File: src/pkg/isa_decode_map.svh
`ifndef ISA_DECODE_MAP_SVH
`define ISA_DECODE_MAP_SVH

// Word geometry.
`define IW_WIDTH 24
`define IW_OPC_HI 23
`define IW_OPC_LO 16
`define IW_OPC_W 8
`define IW_UPPER_ZERO 8'h00

// Opcode assignments (type field values).
`define OPC_SECOND_WORD 8'h00
`define OPC_GOTO_DW 8'h01
`define OPC_CALL_DW 8'h02
`define OPC_MOVE_DW 8'h03
`define OPC_BRANCH 8'h04
`define OPC_BRANCH_COMPUTED 8'h05
`define OPC_CALL_IND 8'h06
`define OPC_GOTO_IND 8'h07
`define OPC_TBL_READ 8'h08
`define OPC_TBL_WRITE 8'h09
`define OPC_RETURN 8'h0a
`define OPC_RETURN_INT 8'h0b
`define OPC_COND_BR_HI 4'h1
`define OPC_SKIP_HI 6'h08
`define OPC_REG3_HI 3'h2
`define OPC_FILE_HI 3'h3
`define OPC_BIT_HI 3'h4
`define OPC_LITALU_HI 3'h5
`define OPC_LITMOV_HI 4'hc

// Register-class fields.
`define F_BASE_HI 15
`define F_BASE_LO 12
`define F_DMODE_HI 11
`define F_DMODE_LO 10
`define F_DREG_HI 9
`define F_DREG_LO 6
`define F_SMODE_HI 5
`define F_SMODE_LO 4
`define F_SREG_HI 3
`define F_SREG_LO 0
// File-class fields.
`define F_DEST_WORKING_REG_ZERO 15
`define F_FADDR_HI 12
// Bit-class fields.
`define F_BIT_FROM_BASE 15
`define F_BIT_USE_FILE 14
`define F_BITPOS_HI 13
`define F_BITPOS_LO 10
`define F_BFADDR_HI 9
// Literal ALU fields.
`define F_HAS_DEST 11
`define F_LDEST_HI 10
`define F_LDEST_LO 7
`define F_LLIT_SHORT_HI 6
`define F_LLIT_LONG_HI 10
// Literal move fields.
`define F_TO_FILE 15
`define F_MLIT_HI 14
`define F_MLIT_LO 4
`define F_MFLIT_HI 14
`define F_MFLIT_LO 8
`define F_MFADDR_HI 7
// Control fields.
`define F_TBL_MODE_HI 1
`define F_ADDR_HI_W 7

// Cycle counts.
`define CYC_ONE 2'd1
`define CYC_TWO 2'd2
`define CYC_THREE 2'd3

`endif

File: src/pkg/isa_decode_pkg.sv
`default_nettype none

package isa_decode_pkg;

    typedef enum logic [2:0] {
        CLS_NOP = 3'b000,
        CLS_REG3 = 3'b001,
        CLS_FILE = 3'b010,
        CLS_BIT = 3'b011,
        CLS_LIT_ALU = 3'b100,
        CLS_LIT_MOV = 3'b101,
        CLS_CTRL = 3'b110
    } op_class_t;

    typedef enum logic [2:0] {
        TK_ONE = 3'b000,
        TK_COND = 3'b001,
        TK_TWO = 3'b010,
        TK_THREE = 3'b011,
        TK_SKIP = 3'b100,
        TK_DWORD = 3'b101
    } timing_kind_t;

    typedef enum logic [2:0] {
        ST_IDLE = 3'b000,
        ST_DECODE = 3'b001,
        ST_WORD2 = 3'b010,
        ST_SQUASH2 = 3'b011,
        ST_STALL = 3'b100
    } seq_state_t;

    typedef struct packed {
        op_class_t cls;
        timing_kind_t tk;
    } op_info_t;

endpackage
`default_nettype wire

File: src/logic/opcode_class_rom.sv
`timescale 1ns/1ns
`default_nettype none
`include "isa_decode_map.svh"

module opcode_class_rom
    import isa_decode_pkg::*;
(
    input wire logic clk_i,
    input wire logic clk_en_i,
    input wire logic [`IW_OPC_W-1:0] opcode_i,
    output op_info_t info_o
);

    function automatic op_info_t lookup(input logic [`IW_OPC_W-1:0] op);
        op_info_t r;
        r = '{cls: CLS_NOP, tk: TK_ONE};
        unique case (op)
            `OPC_GOTO_DW, `OPC_CALL_DW, `OPC_MOVE_DW: r = '{cls: CLS_CTRL, tk: TK_DWORD};
            `OPC_BRANCH, `OPC_BRANCH_COMPUTED, `OPC_CALL_IND, `OPC_GOTO_IND,
            `OPC_TBL_READ, `OPC_TBL_WRITE: r = '{cls: CLS_CTRL, tk: TK_TWO};
            `OPC_RETURN, `OPC_RETURN_INT: r = '{cls: CLS_CTRL, tk: TK_THREE};
            default: begin
                if (op[7:4] == `OPC_COND_BR_HI) begin
                    r = '{cls: CLS_CTRL, tk: TK_COND};
                end else if (op[7:2] == `OPC_SKIP_HI) begin
                    r = '{cls: CLS_BIT, tk: TK_SKIP};
                end else if (op[7:5] == `OPC_REG3_HI) begin
                    r = '{cls: CLS_REG3, tk: TK_ONE};
                end else if (op[7:5] == `OPC_FILE_HI) begin
                    r = '{cls: CLS_FILE, tk: TK_ONE};
                end else if (op[7:5] == `OPC_BIT_HI) begin
                    r = '{cls: CLS_BIT, tk: TK_ONE};
                end else if (op[7:5] == `OPC_LITALU_HI) begin
                    r = '{cls: CLS_LIT_ALU, tk: TK_ONE};
                end else if (op[7:4] == `OPC_LITMOV_HI) begin
                    r = '{cls: CLS_LIT_MOV, tk: TK_ONE};
                end
            end
        endcase
        return r;
    endfunction

    always_ff @(posedge clk_i) begin
        if (clk_en_i) begin
            info_o <= lookup(opcode_i);
        end
    end

endmodule // opcode_class_rom
`default_nettype wire

File: src/logic/instr_sequencer.sv
// What this block does
// - Each single word is 24 bits, an 8-bit type field above operand fields.
// - Only three instructions take two program words; all others take one.
// - A double-word instruction is 48 bits and its second word has a zero upper byte.
// - A second word fetched on its own executes as a no-operation.
// - One-word instructions take one cycle, two when a test is true, the PC changes or a table is accessed, three for returns.
// - Branches, indirect call and jump, table accesses and returns take two or three cycles.
// - A taken skip costs two cycles over a one-word target and three over a two-word one.
// - A double-word data move takes two cycles.
// - Every two-word instruction executes in two cycles.
// - Register instructions carry a plain base, a moded source and a moded destination.
// - File instructions carry a file address and a file-or-working-register-zero destination.
// - Bit instructions pick a register or file and take the bit from a literal or the base.
// - Literal arithmetic uses base and literal; a destination appears only if it differs.
// - Literal moves load a register or file; control words carry an address or table mode.
`timescale 1ns/1ns
`default_nettype none
`include "isa_decode_map.svh"

module instr_sequencer
    import isa_decode_pkg::*;
(
    input wire logic clk_i,
    input wire logic sys_rst_i,
    input wire logic clk_en_i,
    input wire logic fetch_valid_i,
    input wire logic [`IW_WIDTH-1:0] fetch_word_i,
    input wire logic cond_true_i,
    output logic fetch_ready_o,
    output logic issue_o,
    output logic no_operation_o,
    output logic word2_bad_o,
    output op_class_t op_class_o,
    output logic [`IW_OPC_W-1:0] opcode_o,
    output logic [1:0] cycles_o,
    output logic [3:0] base_operand_reg_o,
    output logic [3:0] source_operand_reg_o,
    output logic [1:0] source_mode_o,
    output logic [3:0] dest_operand_reg_o,
    output logic [1:0] dest_mode_o,
    output logic use_file_o,
    output logic dest_is_working_reg_zero_o,
    output logic [12:0] file_addr_o,
    output logic [15:0] literal_o,
    output logic [3:0] bit_pos_o,
    output logic bit_from_base_o,
    output logic [22:0] prog_addr_o,
    output logic [1:0] table_mode_o
);

    typedef struct packed {
        seq_state_t st;
        logic [`IW_WIDTH-1:0] ir;
        logic squash;
        logic [1:0] stall;
        logic ready;
        logic issue;
        logic no_operation;
        logic bad;
        op_class_t cls;
        logic [`IW_OPC_W-1:0] opc;
        logic [1:0] cycles;
        logic [3:0] base;
        logic [3:0] sreg;
        logic [1:0] smode;
        logic [3:0] dreg;
        logic [1:0] dmode;
        logic use_file;
        logic dest_working_reg_zero;
        logic [12:0] faddr;
        logic [15:0] lit;
        logic [3:0] bitpos;
        logic bit_base;
        logic [22:0] paddr;
        logic [1:0] tmode;
    } seq_t;

    seq_t cur_ff;
    seq_t nxt_cur;
    op_info_t info;
    logic [15:0] opnd;
    logic [1:0] extra;

    opcode_class_rom u_rom (
        .clk_i(clk_i),
        .clk_en_i(clk_en_i),
        .opcode_i(fetch_word_i[`IW_OPC_HI:`IW_OPC_LO]),
        .info_o(info)
    );

    assign opnd = cur_ff.ir[15:0];

    always_comb begin
        nxt_cur = cur_ff;
        extra = 2'd0;
        nxt_cur.issue = 1'b0;
        nxt_cur.no_operation = 1'b0;
        nxt_cur.bad = 1'b0;
        unique case (cur_ff.st)
            ST_IDLE: begin
                if (fetch_valid_i) begin
                    nxt_cur.ir = fetch_word_i;
                    nxt_cur.st = ST_DECODE;
                    nxt_cur.ready = 1'b0;
                end
            end
            ST_DECODE: begin
                if (cur_ff.squash) begin
                    // Skipped word is burned as a dead cycle.
                    nxt_cur.no_operation = 1'b1;
                    nxt_cur.squash = 1'b0;
                    nxt_cur.st = (info.tk == TK_DWORD) ? ST_SQUASH2 : ST_IDLE;
                    nxt_cur.ready = 1'b1;
                end else if (info.tk == TK_DWORD) begin
                    nxt_cur.st = ST_WORD2;
                    nxt_cur.ready = 1'b1;
                end else begin
                    nxt_cur.issue = 1'b1;
                    nxt_cur.cls = info.cls;
                    nxt_cur.opc = cur_ff.ir[`IW_OPC_HI:`IW_OPC_LO];
                    nxt_cur.no_operation = (info.cls == CLS_NOP);
                    nxt_cur.base = opnd[`F_BASE_HI:`F_BASE_LO];
                    nxt_cur.sreg = opnd[`F_SREG_HI:`F_SREG_LO];
                    nxt_cur.smode = opnd[`F_SMODE_HI:`F_SMODE_LO];
                    nxt_cur.dreg = opnd[`F_DREG_HI:`F_DREG_LO];
                    nxt_cur.dmode = opnd[`F_DMODE_HI:`F_DMODE_LO];
                    nxt_cur.use_file = 1'b0;
                    nxt_cur.dest_working_reg_zero = 1'b0;
                    nxt_cur.faddr = 13'h0000;
                    nxt_cur.lit = 16'h0000;
                    nxt_cur.bitpos = 4'h0;
                    nxt_cur.bit_base = 1'b0;
                    nxt_cur.paddr = 23'h000000;
                    nxt_cur.tmode = 2'h0;
                    unique case (info.cls)
                        CLS_REG3: begin
                            nxt_cur.use_file = 1'b0;
                        end
                        CLS_FILE: begin
                            nxt_cur.use_file = 1'b1;
                            nxt_cur.faddr = opnd[`F_FADDR_HI:0];
                            nxt_cur.dest_working_reg_zero = opnd[`F_DEST_WORKING_REG_ZERO];
                        end
                        CLS_BIT: begin
                            nxt_cur.use_file = opnd[`F_BIT_USE_FILE];
                            nxt_cur.faddr = {3'h0, opnd[`F_BFADDR_HI:0]};
                            nxt_cur.bit_base = opnd[`F_BIT_FROM_BASE];
                            nxt_cur.bitpos = opnd[`F_BITPOS_HI:`F_BITPOS_LO];
                        end
                        CLS_LIT_ALU: begin
                            if (opnd[`F_HAS_DEST]) begin
                                nxt_cur.dreg = opnd[`F_LDEST_HI:`F_LDEST_LO];
                                nxt_cur.lit = {9'h000, opnd[`F_LLIT_SHORT_HI:0]};
                            end else begin
                                nxt_cur.dreg = opnd[`F_BASE_HI:`F_BASE_LO];
                                nxt_cur.lit = {5'h00, opnd[`F_LLIT_LONG_HI:0]};
                            end
                            nxt_cur.dmode = 2'h0;
                        end
                        CLS_LIT_MOV: begin
                            nxt_cur.use_file = opnd[`F_TO_FILE];
                            if (opnd[`F_TO_FILE]) begin
                                nxt_cur.lit = {9'h000, opnd[`F_MFLIT_HI:`F_MFLIT_LO]};
                                nxt_cur.faddr = {5'h00, opnd[`F_MFADDR_HI:0]};
                            end else begin
                                nxt_cur.lit = {5'h00, opnd[`F_MLIT_HI:`F_MLIT_LO]};
                                nxt_cur.dreg = opnd[`F_SREG_HI:`F_SREG_LO];
                            end
                        end
                        CLS_CTRL: begin
                            nxt_cur.base = opnd[`F_SREG_HI:`F_SREG_LO];
                            nxt_cur.tmode = opnd[`F_TBL_MODE_HI:0];
                            nxt_cur.paddr = {7'h00, opnd};
                        end
                        default: begin
                            nxt_cur.use_file = 1'b0;
                        end
                    endcase
                    unique case (info.tk)
                        TK_COND: extra = cond_true_i ? 2'd1 : 2'd0;
                        TK_TWO: extra = 2'd1;
                        TK_THREE: extra = 2'd2;
                        TK_SKIP: nxt_cur.squash = cond_true_i;
                        default: extra = 2'd0;
                    endcase
                    nxt_cur.cycles = `CYC_ONE + extra;
                    nxt_cur.stall = extra;
                    if (extra != 2'd0) begin
                        nxt_cur.st = ST_STALL;
                    end else begin
                        nxt_cur.st = ST_IDLE;
                        nxt_cur.ready = 1'b1;
                    end
                end
            end
            ST_WORD2: begin
                if (fetch_valid_i) begin
                    nxt_cur.issue = 1'b1;
                    nxt_cur.cls = CLS_CTRL;
                    nxt_cur.opc = cur_ff.ir[`IW_OPC_HI:`IW_OPC_LO];
                    nxt_cur.paddr = {fetch_word_i[`F_ADDR_HI_W-1:0], opnd};
                    nxt_cur.lit = opnd;
                    nxt_cur.base = opnd[`F_SREG_HI:`F_SREG_LO];
                    nxt_cur.dreg = fetch_word_i[`F_SREG_HI:`F_SREG_LO];
                    nxt_cur.bad = (fetch_word_i[`IW_OPC_HI:`IW_OPC_LO] != `IW_UPPER_ZERO);
                    nxt_cur.cycles = `CYC_TWO;
                    if (cur_ff.ir[`IW_OPC_HI:`IW_OPC_LO] == `OPC_MOVE_DW) begin
                        nxt_cur.cycles = `CYC_TWO;
                    end
                    nxt_cur.st = ST_IDLE;
                end
            end
            ST_SQUASH2: begin
                if (fetch_valid_i) begin
                    nxt_cur.no_operation = 1'b1;
                    nxt_cur.st = ST_IDLE;
                end
            end
            ST_STALL: begin
                nxt_cur.no_operation = 1'b1;
                nxt_cur.stall = cur_ff.stall - 2'd1;
                if (cur_ff.stall == 2'd1) begin
                    nxt_cur.st = ST_IDLE;
                    nxt_cur.ready = 1'b1;
                end
            end
            default: begin
                nxt_cur.st = ST_IDLE;
                nxt_cur.ready = 1'b1;
            end
        endcase
    end

    always_ff @(posedge clk_i) begin
        if (sys_rst_i) begin
            cur_ff <= '0;
            cur_ff.st <= ST_IDLE;
            cur_ff.ready <= 1'b1;
        end else if (clk_en_i) begin
            cur_ff <= nxt_cur;
        end
    end

    assign fetch_ready_o = cur_ff.ready;
    assign issue_o = cur_ff.issue;
    assign no_operation_o = cur_ff.no_operation;
    assign word2_bad_o = cur_ff.bad;
    assign op_class_o = cur_ff.cls;
    assign opcode_o = cur_ff.opc;
    assign cycles_o = cur_ff.cycles;
    assign base_operand_reg_o = cur_ff.base;
    assign source_operand_reg_o = cur_ff.sreg;
    assign source_mode_o = cur_ff.smode;
    assign dest_operand_reg_o = cur_ff.dreg;
    assign dest_mode_o = cur_ff.dmode;
    assign use_file_o = cur_ff.use_file;
    assign dest_is_working_reg_zero_o = cur_ff.dest_working_reg_zero;
    assign file_addr_o = cur_ff.faddr;
    assign literal_o = cur_ff.lit;
    assign bit_pos_o = cur_ff.bitpos;
    assign bit_from_base_o = cur_ff.bit_base;
    assign prog_addr_o = cur_ff.paddr;
    assign table_mode_o = cur_ff.tmode;

endmodule // instr_sequencer
`default_nettype wire

File: config.mk
export PLATFORM = sky130hd
export DESIGN_NAME = instr_sequencer
export DESIGN_NICKNAME = d
export VERILOG_FILES = /design/src/pkg/isa_decode_pkg.sv /design/src/logic/opcode_class_rom.sv /design/src/logic/instr_sequencer.sv
export VERILOG_INCLUDE_DIRS = /design/src /design/src/pkg
export SDC_FILE = /design/constraint.sdc
export NUM_CORES = 1
export LEC_CHECK = 0
export ABC_AREA = 1
export BUFFER_PORTS_ARGS = -buffer_cell sky130_fd_sc_hd__clkbuf_2
export CORE_ASPECT_RATIO = 1.2
export CORE_MARGIN = 2
export CORE_UTILIZATION = 56
export DETAILED_ROUTE_END_ITERATION = 6
export PLACE_DENSITY = 0.8
export SYNTH_ARGS = -nofsm -noshare
export SYNTH_HDL_FRONTEND = slang
export SYNTH_SLANG_ARGS = --single-unit
File: constraint.sdc
create_clock -name clk_i -period 2.1 [get_ports clk_i]
set_clock_uncertainty 0.1 [all_clocks]
set_input_delay 0.105 -clock clk_i [delete_from_list [all_inputs] [get_ports clk_i]]
set_output_delay 0.105 -clock clk_i [all_outputs]
set_load 0.1 [all_outputs]
==> results of run 1 <==
flip-flops by register name, indices dropped and copies added, names as in the netlist, 2 cells and up:
| register | flops |
|---|---|
| bit_pos_o | 4 |
| op_class_o | 3 |
| dest_mode_o | 2 |
| u_rom.info_o | 6 |
| cycles_o | 2 |
| literal_o | 16 |
| file_addr_o | 13 |
| dest_operand_reg_o | 4 |
| source_operand_reg_o | 4 |
| base_operand_reg_o | 4 |
| opcode_o | 8 |
| table_mode_o | 2 |
| cur_ff | 30 |
| source_mode_o | 2 |
| prog_addr_o | 23 |
synthesized netlist by cell type, drive strengths merged, types with 2 or more instances:
master  number
buf        115
clkbuf      22
nor4         3
o21ai       83
edfxtp       6
nand3b       3
a21oi       92
dfxtp      124
ha           2
nand4        4
clkinv       3
nand2      223
inv         63
nor3         3
nor2       129
nand3       61
what timing repair did:
action                                  CTS  global route
hold endpoints to repair                 35             0
setup buffers                             0             0
resized for setup                         0             1
endpoints found under the setup margin    0            47
hold buffers                             25             0
metal layers:
layer	global-route usage	up-vias	share of wire
li1	-	3046	-
met1	0.345	2864	0.40
met2	0.475	285	0.49
met3	0.0541	48	0.079
met4	0.129	0	0.034
met5	0	-	0
layout make-up:
class                           instances  area, sq um
Clock inverter                          8         76.3
Clock buffer                           24          493
Sequential cell                       130         2660
Fill cell                            1032         4030
Multi-Input combinational cell        610         2740
Timing Repair Buffer                  172         1070
Inverter                               66          248
Tap cell                              157          196
kinds of logic after synthesis:
group                    synth area share
AO/OA/AOI/OAI                       0.140
adder cells (fa/ha/maj)           0.00382
buffers and inverters               0.178
flip-flops                          0.406
AND/OR/NAND/NOR                     0.273
per-stage QoR:
| step | total power [uW] | setup WS [ps] | std cells | hold WS [ps] | utilization |
|---|---|---|---|---|---|
| floorplan | 4660 | 527 | 942 | 117 | - |
| global placement | 4910 | 136 | 1109 | 272 | 0.578 |
| detailed placement | 4930 | 71.4 | 1109 | 273 | 0.578 |
| CTS | 7760 | 14.3 | 1166 | 36.3 | 0.649 |
| global route | 8080 | 72.9 | 1167 | 48.9 | 0.650 |
| finish | 7780 | 216 | 1167 | 50.5 | 0.650 |
power by group:
part | switching [uW] | total, uW | internal [uW]
clock network | 1060 | 2820 | 1760
logic | 1640 | 2070 | 435
registers | 198 | 2890 | 2690
total | 2900 | 7780 | 4880
how the worst max path moves through the flow:
stage / startpoint / endpoint
final: cur_ff[121]$_SDFFE_PP0P_ / opcode_o[5]$_SDFFE_PP0P_
after global routing: u_rom.info_o[3]$_DFFE_PP_ / prog_addr_o[2]$_SDFFE_PP0P_
after CTS: cur_ff[123]$_SDFFE_PP0P_ / prog_addr_o[22]$_SDFFE_PP0P_
after detailed placement: u_rom.info_o[1]$_DFFE_PP_ / prog_addr_o[20]$_SDFFE_PP0P_
after global placement: cur_ff[123]$_SDFFE_PP0P_ / literal_o[11]$_SDFFE_PP0P_
after floorplan: u_rom.info_o[1]$_DFFE_PP_ / op_class_o[1]$_SDFFE_PP0P_
critical path: stages (launching register included):
cell and delay, ps:
dfxtp_1 430, buf_4 190, nand3_2 120, buf_4 180, inv_2 60, nand2_2 110, nand2_4 150, buf_12 190
o21ai_0 130, nand2_1 80, nor2_1 30
==> summary.md, run 1 <==
| Metric | Value |
|---|---|
| Status | finished clean |
| Post-Syn Area per Cell | ~7.0 sq um |
| Mapped Cells | 942 |
| Drt pass-1 iters | 5 |
| Starting Density | 0.569 |
| Max Freq | 531 MHz |
| Routed Antenna Nets | 0 |
| Final Wtd Congestion | 0.985 |
| EDFF count, synth | 6 |
| Worst-Margin Slew | 681 ps |
| Critical-path maximum fanout | 31 |
| Post-synthesis sequential area ratio | 0.406 |
| Port Buf Inserts | 122 |
| Synth Register Bits | 130 |
| CP required | about 2300 ps |
| Cell Pwr Density | around 1000 nW/um^2 |
| Hold path start | clk_en_i |
| Boundary Pins | 123 |
| Worst setup SP type | flop |
| Synth Flop Type | dfxtp_1 |
| VDD IR-drop max | 0.495 mV |
| Syn. warnings | 0 |
| Mapped cell area | 6550 sq um |
| DP Area | 6660 sq um |
| Clock sinks | 130 |
| Row cnt | 43 |
| Gr usage total | 0.281 |
| Hold Fails Final Rpt | 0 |
| Starting DRC count in detailed routing | 497 |
| Post-route cell area | 7490 sq um |
| Ranking of synthesized cells by area | dfxtp_1, nand2_1, buf_4, nor2_1, a21oi_1 |
| Crit Path Class | flop to flop |
| Syn nets | 973 |
| Vias per cell | 5.35 |
| Setup TNS | 0 ps |
| Worst Setup End Kind | flop |
| Most frequent cells in the layout | nand2_1, dfxtp_1, nor2_1 |
| Reg clk slew, reported paths | 60 ps |
| Lkg Pwr | 0.00351 uW |
| Vias | 6243 |
| FFs w/ async S/R, synth | 0 |
| Worst rel slew slack | 0.545 |
| Total CTS buffers | 17 |
| Worst reg2reg endpoint | opcode_o[5]$_SDFFE_PP0P_ |
| Root Driver | clkbuf_16 |
| Initial antenna violation count | 0 |
| Area Growth Syn to Fin | 14.3% |
| Worst R2R Start | cur_ff[121]$_SDFFE_PP0P_ |
| Clock latency at the later pin of the worst-skew pair | 410 ps |
| Slew Limit Fails | 0 |
| Clk buf depth | 2 |
| Placed wire-length estimate | roughly 12000 um |
| Most common cell after layout, fill and taps aside | nand2_1 |
| Die area | 12600 sq um |
| R2R setup slack | 220 ps |
| Hold WC Path Type | primary input to flop |
| Worst Hold End | u_rom.info_o[0]$_DFFE_PP_ |
| DRC | 0 |
| Die Wd | 103 um |
| Layout cells sized above 1 | 0.192 |
| Final Setup Violations | 0 |
| Shortest period the worst path allows | 1880 ps |
| Die H | 122 um |
| Final period util | 0.897 |
| RSZ-0062 raised after global routing | false |
| Hold path cells | 2 |
| Largest net degree at the start of global routing | 49 |
| Post-synthesis cell type count | 32 |
| H-tree levels | 4 |
| CTS tree | done |
| N_diodes | 0 |
| Synth top area share | 0.379 |
| Final #Nets | 1028 |
| Number of global-route vias before repair | around 5600 |
| Max-cap violations | 0 |
| DR WL/cell | 15.4 um |
| Final wirelength | 18000 um |
| Core area | ~12000 sq um |
| Data arrival time of the critical path | 2100 ps |
| Cells on worst reg2reg path | 10 |
| Global-route wire length before repair | 27200 um |
| Grt ovf | 0 |
| Area leader, netlist | dfxtp_1 |
(Power assumes the default switching activity.)
==> run 2: changes to the inputs <==
- CAP_MARGIN: default -> 20
- PLACE_DENSITY: 0.8 -> 0.91
==> summary.md, run 2 (same netlist as run 1, synthesis figures left out) <==
| Metric | Value |
|---|---|
| Status | finished clean |
| Gr usage total | 0.292 (+0.0107) |
| Largest net degree at the start of global routing | 49 (unchanged) |
| Routed Antenna Nets | 0 (unchanged) |
| DRC | 0 (unchanged) |
| Hold Fails Final Rpt | 0 (unchanged) |
| Final period util | 0.940 (+0.0425) |
| Die Wd | 103 um (unchanged) |
| Lkg Pwr | 0.00354 uW (+0.73%) |
| Placed wire-length estimate | 11900 um (about the same) |
| CTS tree | done |
| Total CTS buffers | 17 (unchanged) |
| Initial antenna violation count | 0 (unchanged) |
| Port Buf Inserts | 122 (unchanged) |
| Layout cells sized above 1 | 0.192 (+0.000381) |
| DR WL/cell | 15.8 um (+2.5%) |
| Final Setup Violations | 0 (unchanged) |
| Vias per cell | 5.50 (+2.9%) |
| Core area | 11500 sq um (unchanged) |
| Final wirelength | 18400 um (+2.3%) |
| Boundary Pins | 123 (unchanged) |
| Clock latency at the later pin of the worst-skew pair | 410 ps (about the same) |
| Worst setup SP type | flop |
| Starting DRC count in detailed routing | 545 (+9.7%) |
| Filler cell count | 994 (-3.7%) |
| Largest register FFs | 30 (unchanged) |
| RSZ-0062 raised after global routing | false |
| Number of global-route vias before repair | 5896 (+4.5%) |
| Die area | 12600 sq um (unchanged) |
| Clk buf depth | 2 (unchanged) |
| Worst rel slew slack | 0.601 (+0.0560) |
| Max-cap violations | 0 (unchanged) |
| Worst-Margin Slew | 601 ps (-79.9 ps) |
| Shortest period the worst path allows | 1970 ps (+89.4 ps) |
| Max Freq | 507 MHz (-4.5%) |
| Die H | 122 um (unchanged) |
| Most frequent cells in the layout | nand2_1, dfxtp_1, nor2_1 |
| Final Wtd Congestion | 0.939 (-4.7%) |
| Final #Nets | 1026 (-0.19%) |
| Slew Limit Fails | 0 (unchanged) |
| Grt ovf | 0 (unchanged) |
| Area Growth Syn to Fin | 15.0% |
| Non-Filler Instances | 1165 (-0.17%) |
| Data arrival time of the critical path | 2170 ps (+70 ps) |
| Drt pass-1 iters | 6 (+1) |
| Critical-path maximum fanout | 15 (-52%) |
| Starting Density | 0.569 (unchanged) |
| Setup TNS | 0 ps (unchanged) |
| CP required | 2290 ps (-20 ps) |
| N_diodes | 0 (unchanged) |
| Final worst slack | 126 ps (-89.4 ps) |
| VDD IR-drop max | 0.534 mV (+7.9%) |
| Hold WC Path Type | primary input to flop |
| Crit Path Class | flop to flop |
| Global-route wire length before repair | 28500 um (+4.8%) |
| Reg clk slew, reported paths | 60 ps (about the same) |
| Cell Count Post-Placement | 1107 (-0.18%) |
| Most common cell after layout, fill and taps aside | nand2_1 |
| H-tree levels | 4 (unchanged) |
| Largest register by flop count | cur_ff |
| Row cnt | 43 (unchanged) |
| Pre-CTS setup slack | 53.9 ps (-17.4 ps) |
| Root Driver | clkbuf_16 |
| Clock sinks | 130 (unchanged) |
| Cell Pwr Density | 1070 nW/um^2 (+2.7%) |
| Worst Setup End Kind | flop |
| Vias | 6410 (+2.7%) |
| Worst hold slack | 19.9 ps (-30.6 ps) |
## run 2: layout make-up
cell class              instances  area (sq um)  share of cell area
multi-input cells             609          2730               0.362
flip-flops and latches        130          2660               0.353
repair buffers                171          1080               0.143
clock buffers                  21           470              0.0624
inverters                      66           248              0.0329
well taps                     157           196              0.0261
clock inverters                11           151              0.0201
## run 2: critical path, stage by stage, from the launching register on
cell and delay, ps:
edfxtp_1 420, inv_1 110, nand3_2 100, nand2_4 90
buf_4 160, inv_1 60, nand2_2 90, nand2_4 130
buf_4 210, o21ai_0 280, nor2_1 90
## run 2: path summary, 6_finish.rpt
kind                            slack [ps]                           end                       from  cells past startpoint
worst min-delay path                    20    literal_o[15]$_SDFFE_PP0P_              fetch_valid_i                      5
worst max-delay path                   130  prog_addr_o[11]$_SDFFE_PP0P_  u_rom.info_o[1]$_DFFE_PP_                     10
worst max register to register         130  prog_addr_o[11]$_SDFFE_PP0P_  u_rom.info_o[1]$_DFFE_PP_                     10
worst min register to register         350      cur_ff[113]$_SDFFE_PP0P_   cur_ff[113]$_SDFFE_PP0P_                      2
## run 2: through the flow
stage	util	total power, uW	instance area (sq um)
floorplan	-	4660	6550
global placement	0.577	4900	6640
detailed placement	0.577	4930	6640
CTS	0.653	8010	7510
global route	0.654	8350	7530
finish	0.654	8040	7530
## run 2: report_power, final
group / total, uW / switching [uW] / internal [uW]
clock: 3070 / 1100 / 1970
combinational: 2080 / 1650 / 437
sequential: 2890 / 201 / 2690
total: 8040 / 2940 / 5090
## run 2: per-layer routing
layer | global-route usage | vias to the layer above | routed length (um) | share of wire
met3 | 0.0604 | 76 | 1630 | 0.089
met4 | 0.150 | 0 | 845 | 0.046
met5 | 0 | - | 0 | 0
li1 | - | 3041 | - | -
met1 | 0.337 | 2918 | 6590 | 0.36
met2 | 0.507 | 375 | 9330 | 0.51
## run 2: timing repair
item                                   CTS  global route
setup buffers                            0             0
endpoints found under the hold margin   37             0
hold buffers                            25             0
gates resized for setup                  0             0
